### src/aps_defs.vh
// Register map, field positions and reset values of the path select decoder
`ifndef APS_DEFS_VH
`define APS_DEFS_VH

`define APS_ADDR_W        4
`define APS_OFS_SEL       4'h0
`define APS_OFS_CTRL      4'h4
`define APS_OFS_STATUS    4'h8

// Select register fields
`define APS_FILT_IN_LSB   0
`define APS_NEG_IN_LSB    4
`define APS_REF_HI_LSB    8
`define APS_REF_LO_LSB    12
`define APS_CMP_POS_LSB   16
`define APS_CMP_NEG_LSB   20
`define APS_FUNC_LSB      24
`define APS_SEL_MASK      32'h0f3f_737f
`define APS_SEL_RESET     32'h0000_0000

// Control register bits
`define APS_BYP_POS_BIT   0
`define APS_BYP_NEG_BIT   1
`define APS_AC_ON_BIT     2
`define APS_AC_GAIN_BIT   3
`define APS_AC_BYP_BIT    4
`define APS_EXT_DIODE_BIT 5
`define APS_RECT_ON_BIT   6
`define APS_CMP_ON_BIT    7
`define APS_HYST_BIT      8
`define APS_CAP_HI_BIT    9
`define APS_CTRL_W        10
`define APS_CTRL_RESET    10'h000

// Status register bits
`define APS_ST_CMP_BIT    0
`define APS_ST_CAP_BIT    1
`define APS_ST_SHORT_BIT  2
`define APS_ST_DIRECT_BIT 3

// Measurement function codes
`define APS_FUNC_DIRECT   4'h3
`define APS_FUNC_SHORT_HI 3'h4
`define APS_FUNC_CAP_HI   3'h5

// Select code counts
`define APS_POS_SRC_N     15
`define APS_NEG_SRC_N     8
`define APS_RHI_SRC_N     4
`define APS_RLO_CODE_N    7
`define APS_RLO_SRC_N     6
`define APS_CMP_SRC_N     16
`define APS_CNEG_SRC_N    8

// Comparator negative input one-hot positions
`define APS_CN_GND        0
`define APS_CN_SPARE      1
`define APS_CN_CHG2       2
`define APS_CN_OHMREF     3
`define APS_CN_SHORT      4
`define APS_CN_CHG1       5
`define APS_CN_DIS1       6
`define APS_CN_DIS2       7

`endif

### src/aps_path_select.v
// Analog front end path select decoder with classic Wishbone register slave
//
// Design decisions made here: the address map and the Wishbone register port.
`timescale 1ns/10ps
`include "aps_defs.vh"

// What this block does
// - Filtered input code 0..14 closes one of fifteen positive sources; 15 none.
// - Negative input code 0..7 closes one of eight sources; 0 is signal ground.
// - High reference code picks divider ref, divider, millivolt or aux input three.
// - Low reference codes 0 and 6 pick ground; 1..5 five other sources.
// - Comparator positive code closes one of sixteen sources.
// - Outside capacitor and short modes, comparator negative follows its two-bit select.
// - Short testing without capacitor mode forces short threshold on comparator negative.
// - Capacitor mode, low range: charge toggle picks charge or discharge threshold one.
// - Capacitor mode, high range: charge toggle picks charge or discharge threshold two.
// - Paths go through the prefilter unless their bypass bits are set.
// - Buffer enable low switches the buffer off and floats its output.
// - Gain bit low gives unity gain, high gives external network gain.
// - Bypass bit high sends the AC signal out on the bypass pin.
// - Diode bit low uses the internal diode, high the external one.
// - Rectifier enable low powers down the rectifier amplifier.
// - Comparator enable bit switches the main comparator on or off.
// - Hysteresis bit switches comparator hysteresis off or on.
// - Comparator result feeds counter and charge toggle, inverted pin, and status.
// - Function code 0011 asserts direct output and closes the direct divider switch.
// - Function codes 101x mean capacitor mode, 100x mean short testing.
module aps_path_select (
  input  wire        clk_i,                   // Clock, 100 MHz
  input  wire        rst_i,                   // Synchronous reset, active high
  input  wire        wb_cyc_i,                // Wishbone cycle
  input  wire        wb_stb_i,                // Wishbone strobe
  input  wire        wb_we_i,                 // Wishbone write enable
  input  wire [3:0]  wb_adr_i,                // Wishbone byte address
  input  wire [3:0]  wb_sel_i,                // Wishbone byte lanes
  input  wire [31:0] wb_dat_i,                // Wishbone write data
  output reg  [31:0] wb_dat_o,                // Wishbone read data
  output reg         wb_ack_o,                // Wishbone acknowledge
  input  wire        cmp_result_i,            // Main comparator raw output
  output reg  [14:0] pos_input_mux_o,         // Filtered positive path switches
  output reg  [7:0]  neg_input_mux_o,         // Negative path switches
  output reg  [3:0]  ref_high_mux_o,          // High reference switches
  output reg  [5:0]  ref_low_mux_o,           // Low reference switches
  output reg  [15:0] cmp_source_mux_o,        // Comparator positive switches
  output reg  [7:0]  cmp_neg_input_o,         // Comparator negative switches
  output reg         prefilter_pos_o,         // Positive path via prefilter
  output reg         prefilter_neg_o,         // Negative path via prefilter
  output reg         prefilter_bypass_pos_o,  // Positive path straight to converter
  output reg         prefilter_bypass_neg_o,  // Negative path straight to converter
  output reg         ac_buf_on_o,             // AC buffer powered
  output reg         ac_buf_hiz_o,            // AC buffer output floating
  output reg         ac_gain_ext_o,           // External gain network selected
  output reg         ac_buf_path_o,           // AC out through buffer
  output reg         ac_bypass_pin_o,         // AC out on bypass pin
  output reg         int_diode_o,             // Internal rectifier diode in use
  output reg         ext_diode_sel_o,         // External rectifier diode in use
  output reg         rectifier_on_o,          // Rectifier amplifier powered
  output reg         cmp_on_o,                // Main comparator powered
  output reg         hysteresis_on_o,         // Comparator hysteresis active
  output reg         freq_count_in_o,         // Comparator result to counter
  output reg         charge_toggle_o,         // Charge or discharge select
  output reg         cmp_inv_o,               // Inverted comparator result pin
  output reg         direct_out_en_o,         // Direct high bandwidth control
  output reg         direct_volt_out_o        // Divider to direct output switch
);
  reg  [31:0] sel_reg;
  reg  [`APS_CTRL_W-1:0] ctrl_reg;
  reg  [31:0] next_rdata;
  reg  [31:0] next_sel;
  reg  [7:0]  next_cmp_neg;
  reg  [5:0]  next_ref_low;
  wire        cmp_sync;
  wire        req;
  wire        cap_meas;
  wire        short_test;
  wire        direct_mode;
  wire [3:0]  filt_in_sel;
  wire [2:0]  neg_in_sel;
  wire [1:0]  ref_hi_sel;
  wire [2:0]  ref_lo_sel;
  wire [3:0]  cmp_pos_sel;
  wire [1:0]  cmp_neg_sel;
  wire [3:0]  meas_function;
  wire [14:0] pos_hot;
  wire [7:0]  neg_hot;
  wire [3:0]  rhi_hot;
  wire [6:0]  rlo_hot;
  wire [15:0] cmp_hot;
  wire [31:0] lane_mask;

  assign filt_in_sel   = sel_reg[`APS_FILT_IN_LSB +: 4];
  assign neg_in_sel    = sel_reg[`APS_NEG_IN_LSB +: 3];
  assign ref_hi_sel    = sel_reg[`APS_REF_HI_LSB +: 2];
  assign ref_lo_sel    = sel_reg[`APS_REF_LO_LSB +: 3];
  assign cmp_pos_sel   = sel_reg[`APS_CMP_POS_LSB +: 4];
  assign cmp_neg_sel   = sel_reg[`APS_CMP_NEG_LSB +: 2];
  assign meas_function = sel_reg[`APS_FUNC_LSB +: 4];

  // Mode decode from the function code
  assign cap_meas    = (meas_function[3:1] == `APS_FUNC_CAP_HI);
  assign short_test  = (meas_function[3:1] == `APS_FUNC_SHORT_HI);
  assign direct_mode = (meas_function == `APS_FUNC_DIRECT);

  aps_sync2 u_cmp_sync (
    .clk_i (clk_i),
    .rst_i (rst_i),
    .d_i   (cmp_result_i),
    .q_o   (cmp_sync)
  );

  // Select decoders; out-of-range codes close nothing
  aps_onehot_dec #(.SEL_W(4), .SRC_N(`APS_POS_SRC_N)) u_pos_dec (
    .sel_i (filt_in_sel),
    .hot_o (pos_hot)
  );

  aps_onehot_dec #(.SEL_W(3), .SRC_N(`APS_NEG_SRC_N)) u_neg_dec (
    .sel_i (neg_in_sel),
    .hot_o (neg_hot)
  );

  aps_onehot_dec #(.SEL_W(2), .SRC_N(`APS_RHI_SRC_N)) u_rhi_dec (
    .sel_i (ref_hi_sel),
    .hot_o (rhi_hot)
  );

  aps_onehot_dec #(.SEL_W(3), .SRC_N(`APS_RLO_CODE_N)) u_rlo_dec (
    .sel_i (ref_lo_sel),
    .hot_o (rlo_hot)
  );

  aps_onehot_dec #(.SEL_W(4), .SRC_N(`APS_CMP_SRC_N)) u_cmp_dec (
    .sel_i (cmp_pos_sel),
    .hot_o (cmp_hot)
  );

  // Two codes share the ground switch, code 7 closes nothing
  always @* begin
    next_ref_low    = rlo_hot[5:0];
    next_ref_low[0] = rlo_hot[0] | rlo_hot[6];
  end

  // Comparator negative input selection
  always @* begin
    next_cmp_neg = 8'h00;
    if (cap_meas) begin
      if (ctrl_reg[`APS_CAP_HI_BIT]) begin
        if (cmp_sync)
          next_cmp_neg[`APS_CN_DIS2] = 1'b1;
        else
          next_cmp_neg[`APS_CN_CHG2] = 1'b1;
      end else begin
        if (cmp_sync)
          next_cmp_neg[`APS_CN_DIS1] = 1'b1;
        else
          next_cmp_neg[`APS_CN_CHG1] = 1'b1;
      end
    end else if (short_test) begin
      next_cmp_neg[`APS_CN_SHORT] = 1'b1;
    end else begin
      case (cmp_neg_sel)
        2'h0: next_cmp_neg[`APS_CN_GND]    = 1'b1;
        2'h1: next_cmp_neg[`APS_CN_SPARE]  = 1'b1;
        2'h2: next_cmp_neg[`APS_CN_CHG2]   = 1'b1;
        2'h3: next_cmp_neg[`APS_CN_OHMREF] = 1'b1;
        default: next_cmp_neg = 8'h00;
      endcase
    end
  end

  // Wishbone slave: one wait state, ack for one cycle
  assign req = wb_cyc_i & wb_stb_i & ~wb_ack_o;
  assign lane_mask = {{8{wb_sel_i[3]}}, {8{wb_sel_i[2]}},
                      {8{wb_sel_i[1]}}, {8{wb_sel_i[0]}}};

  always @* begin
    next_sel = (sel_reg & ~lane_mask) | (wb_dat_i & lane_mask & `APS_SEL_MASK);
  end

  always @* begin
    next_rdata = 32'h0000_0000;
    case (wb_adr_i)
      `APS_OFS_SEL:    next_rdata = sel_reg;
      `APS_OFS_CTRL:   next_rdata[`APS_CTRL_W-1:0] = ctrl_reg;
      `APS_OFS_STATUS: begin
        next_rdata[`APS_ST_CMP_BIT]    = cmp_sync;
        next_rdata[`APS_ST_CAP_BIT]    = cap_meas;
        next_rdata[`APS_ST_SHORT_BIT]  = short_test;
        next_rdata[`APS_ST_DIRECT_BIT] = direct_mode;
      end
      default: next_rdata = 32'h0000_0000;
    endcase
  end

  always @(posedge clk_i) begin
    if (rst_i) begin
      wb_ack_o <= 1'b0;
      wb_dat_o <= 32'h0000_0000;
      sel_reg  <= `APS_SEL_RESET;
      ctrl_reg <= `APS_CTRL_RESET;
    end else begin
      wb_ack_o <= req;
      if (req)
        wb_dat_o <= wb_we_i ? 32'h0000_0000 : next_rdata;
      if (req && wb_we_i && wb_adr_i == `APS_OFS_SEL)
        sel_reg <= next_sel;
      if (req && wb_we_i && wb_adr_i == `APS_OFS_CTRL) begin
        if (wb_sel_i[0])
          ctrl_reg[7:0] <= wb_dat_i[7:0];
        if (wb_sel_i[1])
          ctrl_reg[`APS_CTRL_W-1:8] <= wb_dat_i[`APS_CTRL_W-1:8];
      end
    end
  end

  // Registered switch and control outputs
  always @(posedge clk_i) begin
    if (rst_i) begin
      pos_input_mux_o        <= 15'h0000;
      neg_input_mux_o        <= 8'h00;
      ref_high_mux_o         <= 4'h0;
      ref_low_mux_o          <= 6'h00;
      cmp_source_mux_o       <= 16'h0000;
      cmp_neg_input_o        <= 8'h00;
      prefilter_pos_o        <= 1'b0;
      prefilter_neg_o        <= 1'b0;
      prefilter_bypass_pos_o <= 1'b0;
      prefilter_bypass_neg_o <= 1'b0;
      ac_buf_on_o            <= 1'b0;
      ac_buf_hiz_o           <= 1'b1;
      ac_gain_ext_o          <= 1'b0;
      ac_buf_path_o          <= 1'b0;
      ac_bypass_pin_o        <= 1'b0;
      int_diode_o            <= 1'b0;
      ext_diode_sel_o        <= 1'b0;
      rectifier_on_o         <= 1'b0;
      cmp_on_o               <= 1'b0;
      hysteresis_on_o        <= 1'b0;
      freq_count_in_o        <= 1'b0;
      charge_toggle_o        <= 1'b0;
      cmp_inv_o              <= 1'b1;
      direct_out_en_o        <= 1'b0;
      direct_volt_out_o      <= 1'b0;
    end else begin
      pos_input_mux_o        <= pos_hot;
      neg_input_mux_o        <= neg_hot;
      ref_high_mux_o         <= rhi_hot;
      ref_low_mux_o          <= next_ref_low;
      cmp_source_mux_o       <= cmp_hot;
      cmp_neg_input_o        <= next_cmp_neg;
      prefilter_pos_o        <= ~ctrl_reg[`APS_BYP_POS_BIT];
      prefilter_neg_o        <= ~ctrl_reg[`APS_BYP_NEG_BIT];
      prefilter_bypass_pos_o <= ctrl_reg[`APS_BYP_POS_BIT];
      prefilter_bypass_neg_o <= ctrl_reg[`APS_BYP_NEG_BIT];
      ac_buf_on_o            <= ctrl_reg[`APS_AC_ON_BIT];
      ac_buf_hiz_o           <= ~ctrl_reg[`APS_AC_ON_BIT];
      ac_gain_ext_o          <= ctrl_reg[`APS_AC_GAIN_BIT];
      ac_buf_path_o          <= ~ctrl_reg[`APS_AC_BYP_BIT];
      ac_bypass_pin_o        <= ctrl_reg[`APS_AC_BYP_BIT];
      int_diode_o            <= ~ctrl_reg[`APS_EXT_DIODE_BIT];
      ext_diode_sel_o        <= ctrl_reg[`APS_EXT_DIODE_BIT];
      rectifier_on_o         <= ctrl_reg[`APS_RECT_ON_BIT];
      cmp_on_o               <= ctrl_reg[`APS_CMP_ON_BIT];
      hysteresis_on_o        <= ctrl_reg[`APS_HYST_BIT];
      freq_count_in_o        <= cmp_sync;
      charge_toggle_o        <= cmp_sync;
      cmp_inv_o              <= ~cmp_sync;
      direct_out_en_o        <= direct_mode;
      direct_volt_out_o      <= direct_mode;
    end
  end
endmodule

### src/aps_onehot_dec.v
// Select code to one-hot switch decoder, codes past the source count close nothing
`timescale 1ns/10ps
module aps_onehot_dec #(
  parameter SEL_W = 4,
  parameter SRC_N = 15
) (
  input  wire [SEL_W-1:0] sel_i,  // Select code
  output wire [SRC_N-1:0] hot_o   // One switch per source
);
  genvar g;
  generate
    for (g = 0; g < SRC_N; g = g + 1) begin : g_src
      localparam [SEL_W-1:0] CODE = g;
      assign hot_o[g] = (sel_i == CODE);
    end
  endgenerate
endmodule

### src/aps_sync2.v
// Two flip-flop synchroniser for an asynchronous level
`timescale 1ns/10ps
module aps_sync2 (
  input  wire clk_i,  // Clock
  input  wire rst_i,  // Synchronous reset, active high
  input  wire d_i,    // Asynchronous level
  output reg  q_o     // Synchronised level
);
  reg meta;

  always @(posedge clk_i) begin
    if (rst_i) begin
      meta <= 1'b0;
      q_o  <= 1'b0;
    end else begin
      meta <= d_i;
      q_o  <= meta;
    end
  end
endmodule

### config.mk
export PLATFORM = sky130hd
export DESIGN_NAME = aps_path_select
export DESIGN_NICKNAME = d
export VERILOG_FILES = /design/src/aps_path_select.v /design/src/aps_onehot_dec.v /design/src/aps_sync2.v
export VERILOG_INCLUDE_DIRS = /design/src
export SDC_FILE = /design/constraint.sdc
export NUM_CORES = 1
export LEC_CHECK = 0
export BUFFER_PORTS_ARGS = -buffer_cell sky130_fd_sc_hd__buf_2
export CORE_MARGIN = 5
export CORE_UTILIZATION = 30
export CTS_CLUSTER_SIZE = 14
export DETAILED_ROUTE_END_ITERATION = 7
export RECOVER_POWER = 100
export REMOVE_ABC_BUFFERS = 1
export SYNTH_ARGS = -nofsm -noshare
export SYNTH_HDL_FRONTEND = slang
export SYNTH_SLANG_ARGS = --single-unit
### constraint.sdc
create_clock -name clk_i -period 3.3 [get_ports clk_i]
set_clock_uncertainty 0.05 [all_clocks]
set_input_delay 0.165 -clock clk_i [delete_from_list [all_inputs] [get_ports clk_i]]
set_output_delay 0.165 -clock clk_i [all_outputs]
set_load 0.01 [all_outputs]
# After elaboration in Yosys (flattened, before gate mapping)
# Index checks and enable logic that the tools add are counted.
[totals]
ff_bits = 151
input_bits = 46
out_inout_bits = 109
[op_classes]
eq_ne = 53
muxes = 14
n_bitwise = 16
reduce_logical = 16
[ops]
columns = ["op", "n"]
rows = [
  ["== test 4 bit (second input constant)", 16],
  ["== test 4 x 3 -> 1 bit (second input constant)", 9],
  ["AND 32 bit", 1],
  ["two-way mux 32 bit", 1],
  ["inverter 32 bit", 1],
  ["OR 32 x 28 -> 32 bit", 1],
  ["AND 28 bit", 1],
  ["== test 3 bit (second input constant)", 9],
  ["two-way mux 22 bit", 1],
  ["== test 4 x 2 -> 1 bit (second input constant)", 5],
  ["== test 3 x 2 -> 1 bit (second input constant)", 4],
  ["logical NOT 4 bit", 3],
  ["case mux 4 bit (3 select lines)", 1],
  ["case mux 6 bit (2 select lines)", 1],
  ["two-way mux 1 bit", 9],
  ["inverter 1 bit", 9],
  ["OR reduction 3 bit", 3],
  ["== test 2 bit (second input constant)", 4],
  ["== test 4 x 1 -> 1 bit (second input constant)", 2],
  ["== test 3 x 1 -> 1 bit (second input constant)", 2],
  ["logical NOT 3 bit", 2],
  ["== test 2 x 1 -> 1 bit (second input constant)", 2],
  ["logical NOT 2 bit", 2],
  ["AND reduction 2 bit", 2],
  ["5 further kinds", 8],
]

# Logic depth before layout (Yosys ltp)
# Gate-level depths: netlist of the first run.
[logic_depth]
depth_word = 5
depth_mapped = 6

# Cells and area by module
# From an unflattened synthesis of the first run, not the netlist that was laid out.
[unflattened]
cells_unflattened = 485
hier_area_um2 = 5441.5
[by_module_without_submodules]
columns = ["mod", "n_inst", "cells_per_inst", "area_each_um2", "seq_area_each_um2"]
rows = [
  ["aps_path_select", 1, 423, 4745.8, 2982.9],
  ["aps_onehot_dec at u_pos_dec", 1, 19, 267.8, 0.0],
  ["aps_onehot_dec at u_cmp_dec", 1, 20, 226.5, 0.0],
  ["aps_onehot_dec at u_neg_dec", 1, 8, 65.1, 0.0],
  ["aps_onehot_dec at u_rlo_dec", 1, 7, 57.6, 0.0],
  ["aps_sync2", 1, 4, 52.6, 40.0],
  ["aps_onehot_dec at u_rhi_dec", 1, 4, 26.3, 0.0],
]

# Worst setup path before layout of the first run
# Ideal clock, no wire load.
[synth_timing]
path_kind = "register to register"
start = "register wb_ack_o"
end = "register ctrl_reg[7]"
arrival_ns = 1.228
t_required_ns = 3.127
path_slack_ns = 1.898
stages_incl_launch_ff = 5
period_less_slack_ns = 1.402
path_cell_list = "dfxtp_1 and3b_1 and4_1 buf_4 mux2_1"
[synth_between]
elab_chain_len = 5
[synth_rtl]
columns = ["element", "line", "rtl"]
rows = [
  ["start, declared", "aps_path_select.v:38", "output reg wb_ack_o,"],
  ["start signal, assigned", "aps_path_select.v:202", "wb_ack_o <= req;"],
  ["inverter 1 bit", "aps_path_select.v:172", "assign req = wb_cyc_i & wb_stb_i & ~wb_ack_o;"],
  ["AND 1 bit", "aps_path_select.v:172", ""],
  ["logical AND 1 bit", "aps_path_select.v:207", "if (req && wb_we_i && wb_adr_i == `APS_OFS_CTRL) begin"],
  ["logical AND 1 bit (no line)", "--", ""],
  ["AND reduction 2 bit (no line)", "--", ""],
  ["end signal, assigned", "aps_path_select.v:200", "ctrl_reg <= `APS_CTRL_RESET;"],
  ["end signal, assigned", "aps_path_select.v:209", "ctrl_reg[7:0] <= wb_dat_i[7:0];"],
  ["end signal, assigned by index", "aps_path_select.v:211", "ctrl_reg[`APS_CTRL_W-1:8] <= wb_dat_i[`APS_CTRL_W-1:8];"],
  ["end, declared", "aps_path_select.v:67", "reg [`APS_CTRL_W-1:0] ctrl_reg;"],
]
# Every way passes these cells.
# A chain may end at the register's enable or synchronous reset.

# Final worst setup path of the first run
[layout_timing]
start = "register wb_ack_o"
end = "register wb_dat_o[19]"
[layout_between]
elab_chain_len = 2
[layout_rtl]
columns = ["element", "line", "rtl"]
rows = [
  ["inverter 1 bit", "aps_path_select.v:172", ""],
  ["AND 1 bit", "aps_path_select.v:172", ""],
  ["end signal, assigned", "aps_path_select.v:204", "wb_dat_o <= wb_we_i ? 32'h0000_0000 : next_rdata;"],
  ["end, declared", "aps_path_select.v:37", "output reg [31:0] wb_dat_o,"],
]
# Every way passes these cells.

==> results of run 1 <==
## worst max-delay path, delay by kind of cell, from the launching register on
| kind | cells | cell delay (ns) |
|---|---|---|
| AO/OA/AOI/OAI | 1 | 0.13 |
| AND/OR/NAND/NOR | 2 | 0.58 |
| buffers and inverters | 1 | 1.15 |
| flip-flops | 1 | 0.42 |
## power by group through the flow
stage / sequential (µW) / clock (µW) / combinational [µW]
floorplan: 1880 / 0 / 44.8
global placement: 1880 / 0 / 127
detailed placement: 1880 / 0 / 129
CTS: 1840 / 1980 / 149
global route: 1840 / 2070 / 157
finish: 1840 / 1930 / 144
## cell families (layout without fill, tap and decap cells)
family,Yosys count,in the layout
AOI/OAI and AO/OA,34,34
and+or+nand+nor,224,224
DFF,151,151
muxes,32,32
xor gates and xnor gates,1,1
buffers and inverters,46,216
## repair_timing
action,4_1_cts,5_1_grt
hold endpoints to repair,29,0
setup endpoints to repair,0,0
hold buffers,22,0
## metrics by stage
step	instance area [µm²]	setup slack, ns	utilization, %	cells
detailed placement	6050	1.25	35.4	829
finish	6710	0.843	39.2	883
global placement	6050	1.29	35.4	829
global route	6710	0.670	39.2	883
floorplan	4980	0.0758	-	452
CTS	6870	1.27	40.1	883
## cells in the mapped netlist, drive strengths merged
cell type	instances	area, µm²
nor3b	12	90.1
o211ai	2	15.0
nand3b	11	82.6
nand2	16	60.1
inv	10	37.5
nand4	7	43.8
nor3	19	95.1
a211oi	1	7.51
or3	2	12.5
a222oi	4	40.0
dfxtp	151	3020
nor4bb	3	30.0
clkbuf	13	50.0
nor4	2	27.5
a32oi	22	193
buf	23	136
or2	3	18.8
mux2i	31	310
nor2	61	229
nor4b	3	38.8
nor2b	5	31.3
mux2	1	11.3
a21oi	1	5.00
and3b	2	17.5
xor2	1	8.76
nand3	7	35.0
and3	2	12.5
nand2b	63	394
and4	6	52.6
a221oi	4	53.8
## layout make-up
type / instances / share of cell area [%]
flip-flops and latches: 151 / 45.0
multi-input cells: 291 / 28.7
repair buffers: 174 / 12.6
clock buffers: 26 / 7.59
well taps: 225 / 4.19
clock inverters: 6 / 1.32
inverters: 10 / 0.559
## final timing paths
kind | from | endpoint | slack [ns] | depth (start not counted)
hold reg to reg | u_cmp_sync.meta | u_cmp_sync.q_o | 0.39 | 1
setup / recovery | wb_ack_o | wb_dat_o[19] | 0.84 | 4
hold / removal | wb_dat_i[2] | ctrl_reg[2] | 0.02 | 3
setup reg to reg | wb_ack_o | wb_dat_o[19] | 0.84 | 4
## metal layers
metal | vias up | global-route usage [%]
li1 | 1994 | -
met1 | 1934 | 16.3
met2 | 106 | 22.1
met3 | 17 | 3.83
met4 | 0 | 5.25
met5 | - | 0
==> flow_summary.toml, run 1 <==
[detailed_routing]
firstDrtPassIters = 5
wl_met3_um = 736
wl_met2_um = 6390
drt_iter0_drc = 221
wire_per_inst_um = 15.2
topRoutingLayerUsed = "met4"
num_vias = 4051
wl_met1_um = 6040
post-route-drc-count = 0
route.antenna.remaining_nets = 0
route.detailed.vias_per_inst = 4.59
routed_wl_um = 13400

[timing]
hold_slack_ns = 0.0243
max_slew_margin_pct = -8.95
worst_pin_slew_ns = 1.63
min_period_ns = 2.46
hold_viol = 0
setup_viol_count_final = 0
finalCritPeriodShare_pct = 74.5
finalSetupTns_ns = 0
slew_violations = 118
grt_setup_unrepaired = "false"
maxClockFrequency_mhz = 407

[floorplanning]
core_um2 = 17100
die_area_um2 = 19900
ios = 155
fp.dieW_um = 141
start_util_pct = 30.2
rows = 48
die_y_um = 141

[yosys]
synth_compound_area_share_pct = 6.08
mappedNetlistArea_um2 = 5160
synth_top_family_by_area = "simple AND/OR/NAND/NOR gates"
synth_xor_area_share_pct = 0.170
ys_warn_count = 0
synthDistinctLibCells = 36
synth_cells = 488
synth_seq_cells = 151
ys_seq_area_share_pct = 58.6
syn_avg_cell_area_um2 = 10.6
synthMuxAreaShare_pct = 6.23
synth_simple_gate_area_share_pct = 24.6
synthAdderAreaFrac_pct = 0

[global_routing]
grt_remaining_overflow = 0
grt_pass1_wl_um = 21000
grt_pass1_vias = 4031
grt_max_degree = 90
grtUsageTotal_pct = 13.3
antenna_found_initial = 0

[min_path]
hp-class = "input pin to register"

[cts]
htreeDepth = 4
post_cts_buffers = 0
clockBufferDepth = 2
cts_resized = 0
clk_latency_ns = 0.41
cts_tree = "built"
clockRootBuffer = "clkbuf_16"
clk_pin_slew_ns = 0.06
clock-sinks = 151
cts_buffers = 17

[setup_path]
required_ns = 3.57
crit_type = "register to register"
slowest_stage = "clkbuf_1"
start_kind = "register"
arrival_ns = 2.73
cp_max_fo = 27
endpoint_kind = "register"
timing.critical_path.cells = "nand3b_1 -> clkbuf_1 -> a32oi_1 -> nor2_1"
cpPeakStageDelay_ns = 1.15

[placement]
detailed_place_hpwl_um = 9230
io_buffer_count = 145
place.gp.congestion = 0.758

[power]
pwr-share-clk_pct = 49.3
power_frac_comb_pct = 3.7
p_leak_uw = 0.00246
p_seq_share_pct = 47.0
peakVddDrop_v = 0.000335
p_total_uw = 3910
powerDensity_nw_per_um2 = 583
power.internal_uw = 3110
p_sw_uw = 799
netSwitchingFraction_pct = 20.4

[final_layout]
drive_above_1_share_pct = 11.1
final_common_cell = "dfxtp_1"
fin_nets = 691
diodes = 0
fillers = 1736
area_growth_pct = 30.0
regArea_um2 = 3020
multi_input_area_um2 = 1920
most-common-layout-cells = "151 x dfxtp_1, 117 x clkbuf_1, 63 x nand2b_1"

[outcome]
violations = "capacitance limit, slew limit"
run_status = "finished with violations"

[run]
maxCapViolations = 2
Note: power is estimated with default switching activity, not from simulation.
==> inputs of run 2 (changes only) <==
==> constraint.sdc (replaced) <==
create_clock -name clk_i -period 2.1 [get_ports clk_i]
set_clock_uncertainty 0.05 [all_clocks]
set_input_delay 0.105 -clock clk_i [delete_from_list [all_inputs] [get_ports clk_i]]
set_output_delay 0.105 -clock clk_i [all_outputs]
set_load 0.01 [all_outputs]
==> run 2 against run 1 <==
The flow now finishes without violations. Flip-flop and latch count is the same. Via count rose by 0.59%. Cell area grew 1.4%. Count of clock-buffer cells in the layout fell by 6. Final cell count increased by 1.1%. Die area unchanged. Largest power group unchanged.
==> flow_summary.toml, run 2 (synthesis results as in run 1) <==
[outcome]
run_status = "finished, final reports clean"

[detailed_routing]
wire_per_inst_um = 15.3
post-route-drc-count = 0
num_vias = 4075
drt_iter0_drc = 172
routed_wl_um = 13700
route.antenna.remaining_nets = 0
firstDrtPassIters = 4
route.detailed.vias_per_inst = 4.56

[floorplanning]
die_area_um2 = 19900
ios = 155
core_um2 = 17100
rows = 48
fp.dieW_um = 141
die_y_um = 141
start_util_pct = 30.2

[power]
p_sw_uw = 1310
pwr-share-clk_pct = 49.8
power_frac_comb_pct = 3.8
netSwitchingFraction_pct = 21.0
power.internal_uw = 4920
peakVddDrop_v = 0.000514
powerDensity_nw_per_um2 = 915
p_seq_share_pct = 46.4
p_leak_uw = 0.00252

[placement]
io_buffer_count = 145
detailed_place_hpwl_um = 9530
place.gp.congestion = 0.769

[global_routing]
grt_remaining_overflow = 0
antenna_found_initial = 0
grt_max_degree = 71
grt_pass1_vias = 4040
grtUsageTotal_pct = 13.6
grt_pass1_wl_um = 21100

[cts]
clockBufferDepth = 2
cts_tree = "built"
ctsHoldBuffers = 24
cts_buffers = 17
clk_latency_ns = 0.41
post_cts_buffers = 0
clock-sinks = 151
clockRootBuffer = "clkbuf_16"
clk_pin_slew_ns = 0.06
htreeDepth = 4
cts_resized = 0

[timing]
slew_violations = 0
max_slew_margin_pct = 14.2
hold_slack_ns = 0.0935
setup_viol_count_final = 0
grt_setup_unrepaired = "false"
finalCritPeriodShare_pct = 86.7
finalSetupTns_ns = 0
maxClockFrequency_mhz = 549
worst_pin_slew_ns = 1.29
min_period_ns = 1.82
hold_viol = 0

[run]
maxCapViolations = 0

[setup_path]
start_kind = "register"
endpoint_kind = "register"
arrival_ns = 2.11
crit_type = "register to register"
cp_max_fo = 8
required_ns = 2.39

[final_layout]
utilization_pct = 39.7
final_common_cell = "dfxtp_1"
area_growth_pct = 31.8
diodes = 0
drive_above_1_share_pct = 12.7
fin_nets = 701
most-common-layout-cells = "151 x dfxtp_1, 114 x clkbuf_1, 63 x nand2b_1"

[min_path]
hp-class = "input pin to register"
==> run 2: per-layer routing <==
| metal | vias to the layer above | track usage (%) | share of wire (%) |
|---|---|---|---|
| li1 | 2019 | - | - |
| met1 | 1938 | 16.6 | 44 |
| met2 | 109 | 22.8 | 50 |
| met3 | 9 | 3.73 | 5.2 |
| met4 | 0 | 5.10 | 1.3 |
| met5 | - | 0 | 0 |
==> run 2: cell type report <==
cell class	count	area (µm²)
well taps	225	282
flip-flops and latches	151	3020
repair buffers	184	922
inverters	10	37.5
multi-input cells	291	1930
fillers	1745	10300
clock inverters	12	151
clock buffers	20	457
==> run 2: metrics by stage <==
step,setup slack [ns],total power (µW),cells,cell area (µm²)
finish,0.280,6220,893,6800
global route,0.164,6440,893,6800
CTS,0.376,6310,893,6960
detailed placement,0.375,3160,837,6110
global placement,0.447,3160,837,6110
floorplan,-1.12,3030,452,4980
==> run 2: power groups by stage <==
| stage | sequential (µW) | combinational (µW) | clock, µW |
|---|---|---|---|
| floorplan | 2960 | 70.5 | 0 |
| global placement | 2950 | 207 | 0 |
| detailed placement | 2950 | 211 | 0 |
| CTS | 2890 | 245 | 3170 |
| global route | 2890 | 259 | 3290 |
| finish | 2890 | 239 | 3100 |
==> run 2: worst max-delay path: stages, from the launching register on <==
cell and delay [ns]:
dfxtp_1 0.35, and3b_1 0.35, and4_1 0.24, clkbuf_1 0.49, mux2i_1 0.25
==> run 2: final timing paths <==
check	from	to	slack [ns]	cells after the start
worst min-delay path	wb_sel_i[0]	ctrl_reg[7]	0.09	3
worst min register to register	u_cmp_sync.meta	u_cmp_sync.q_o	0.40	1
worst max register to register	wb_ack_o	register	0.28	4
worst max-delay path	wb_ack_o	register	0.28	4
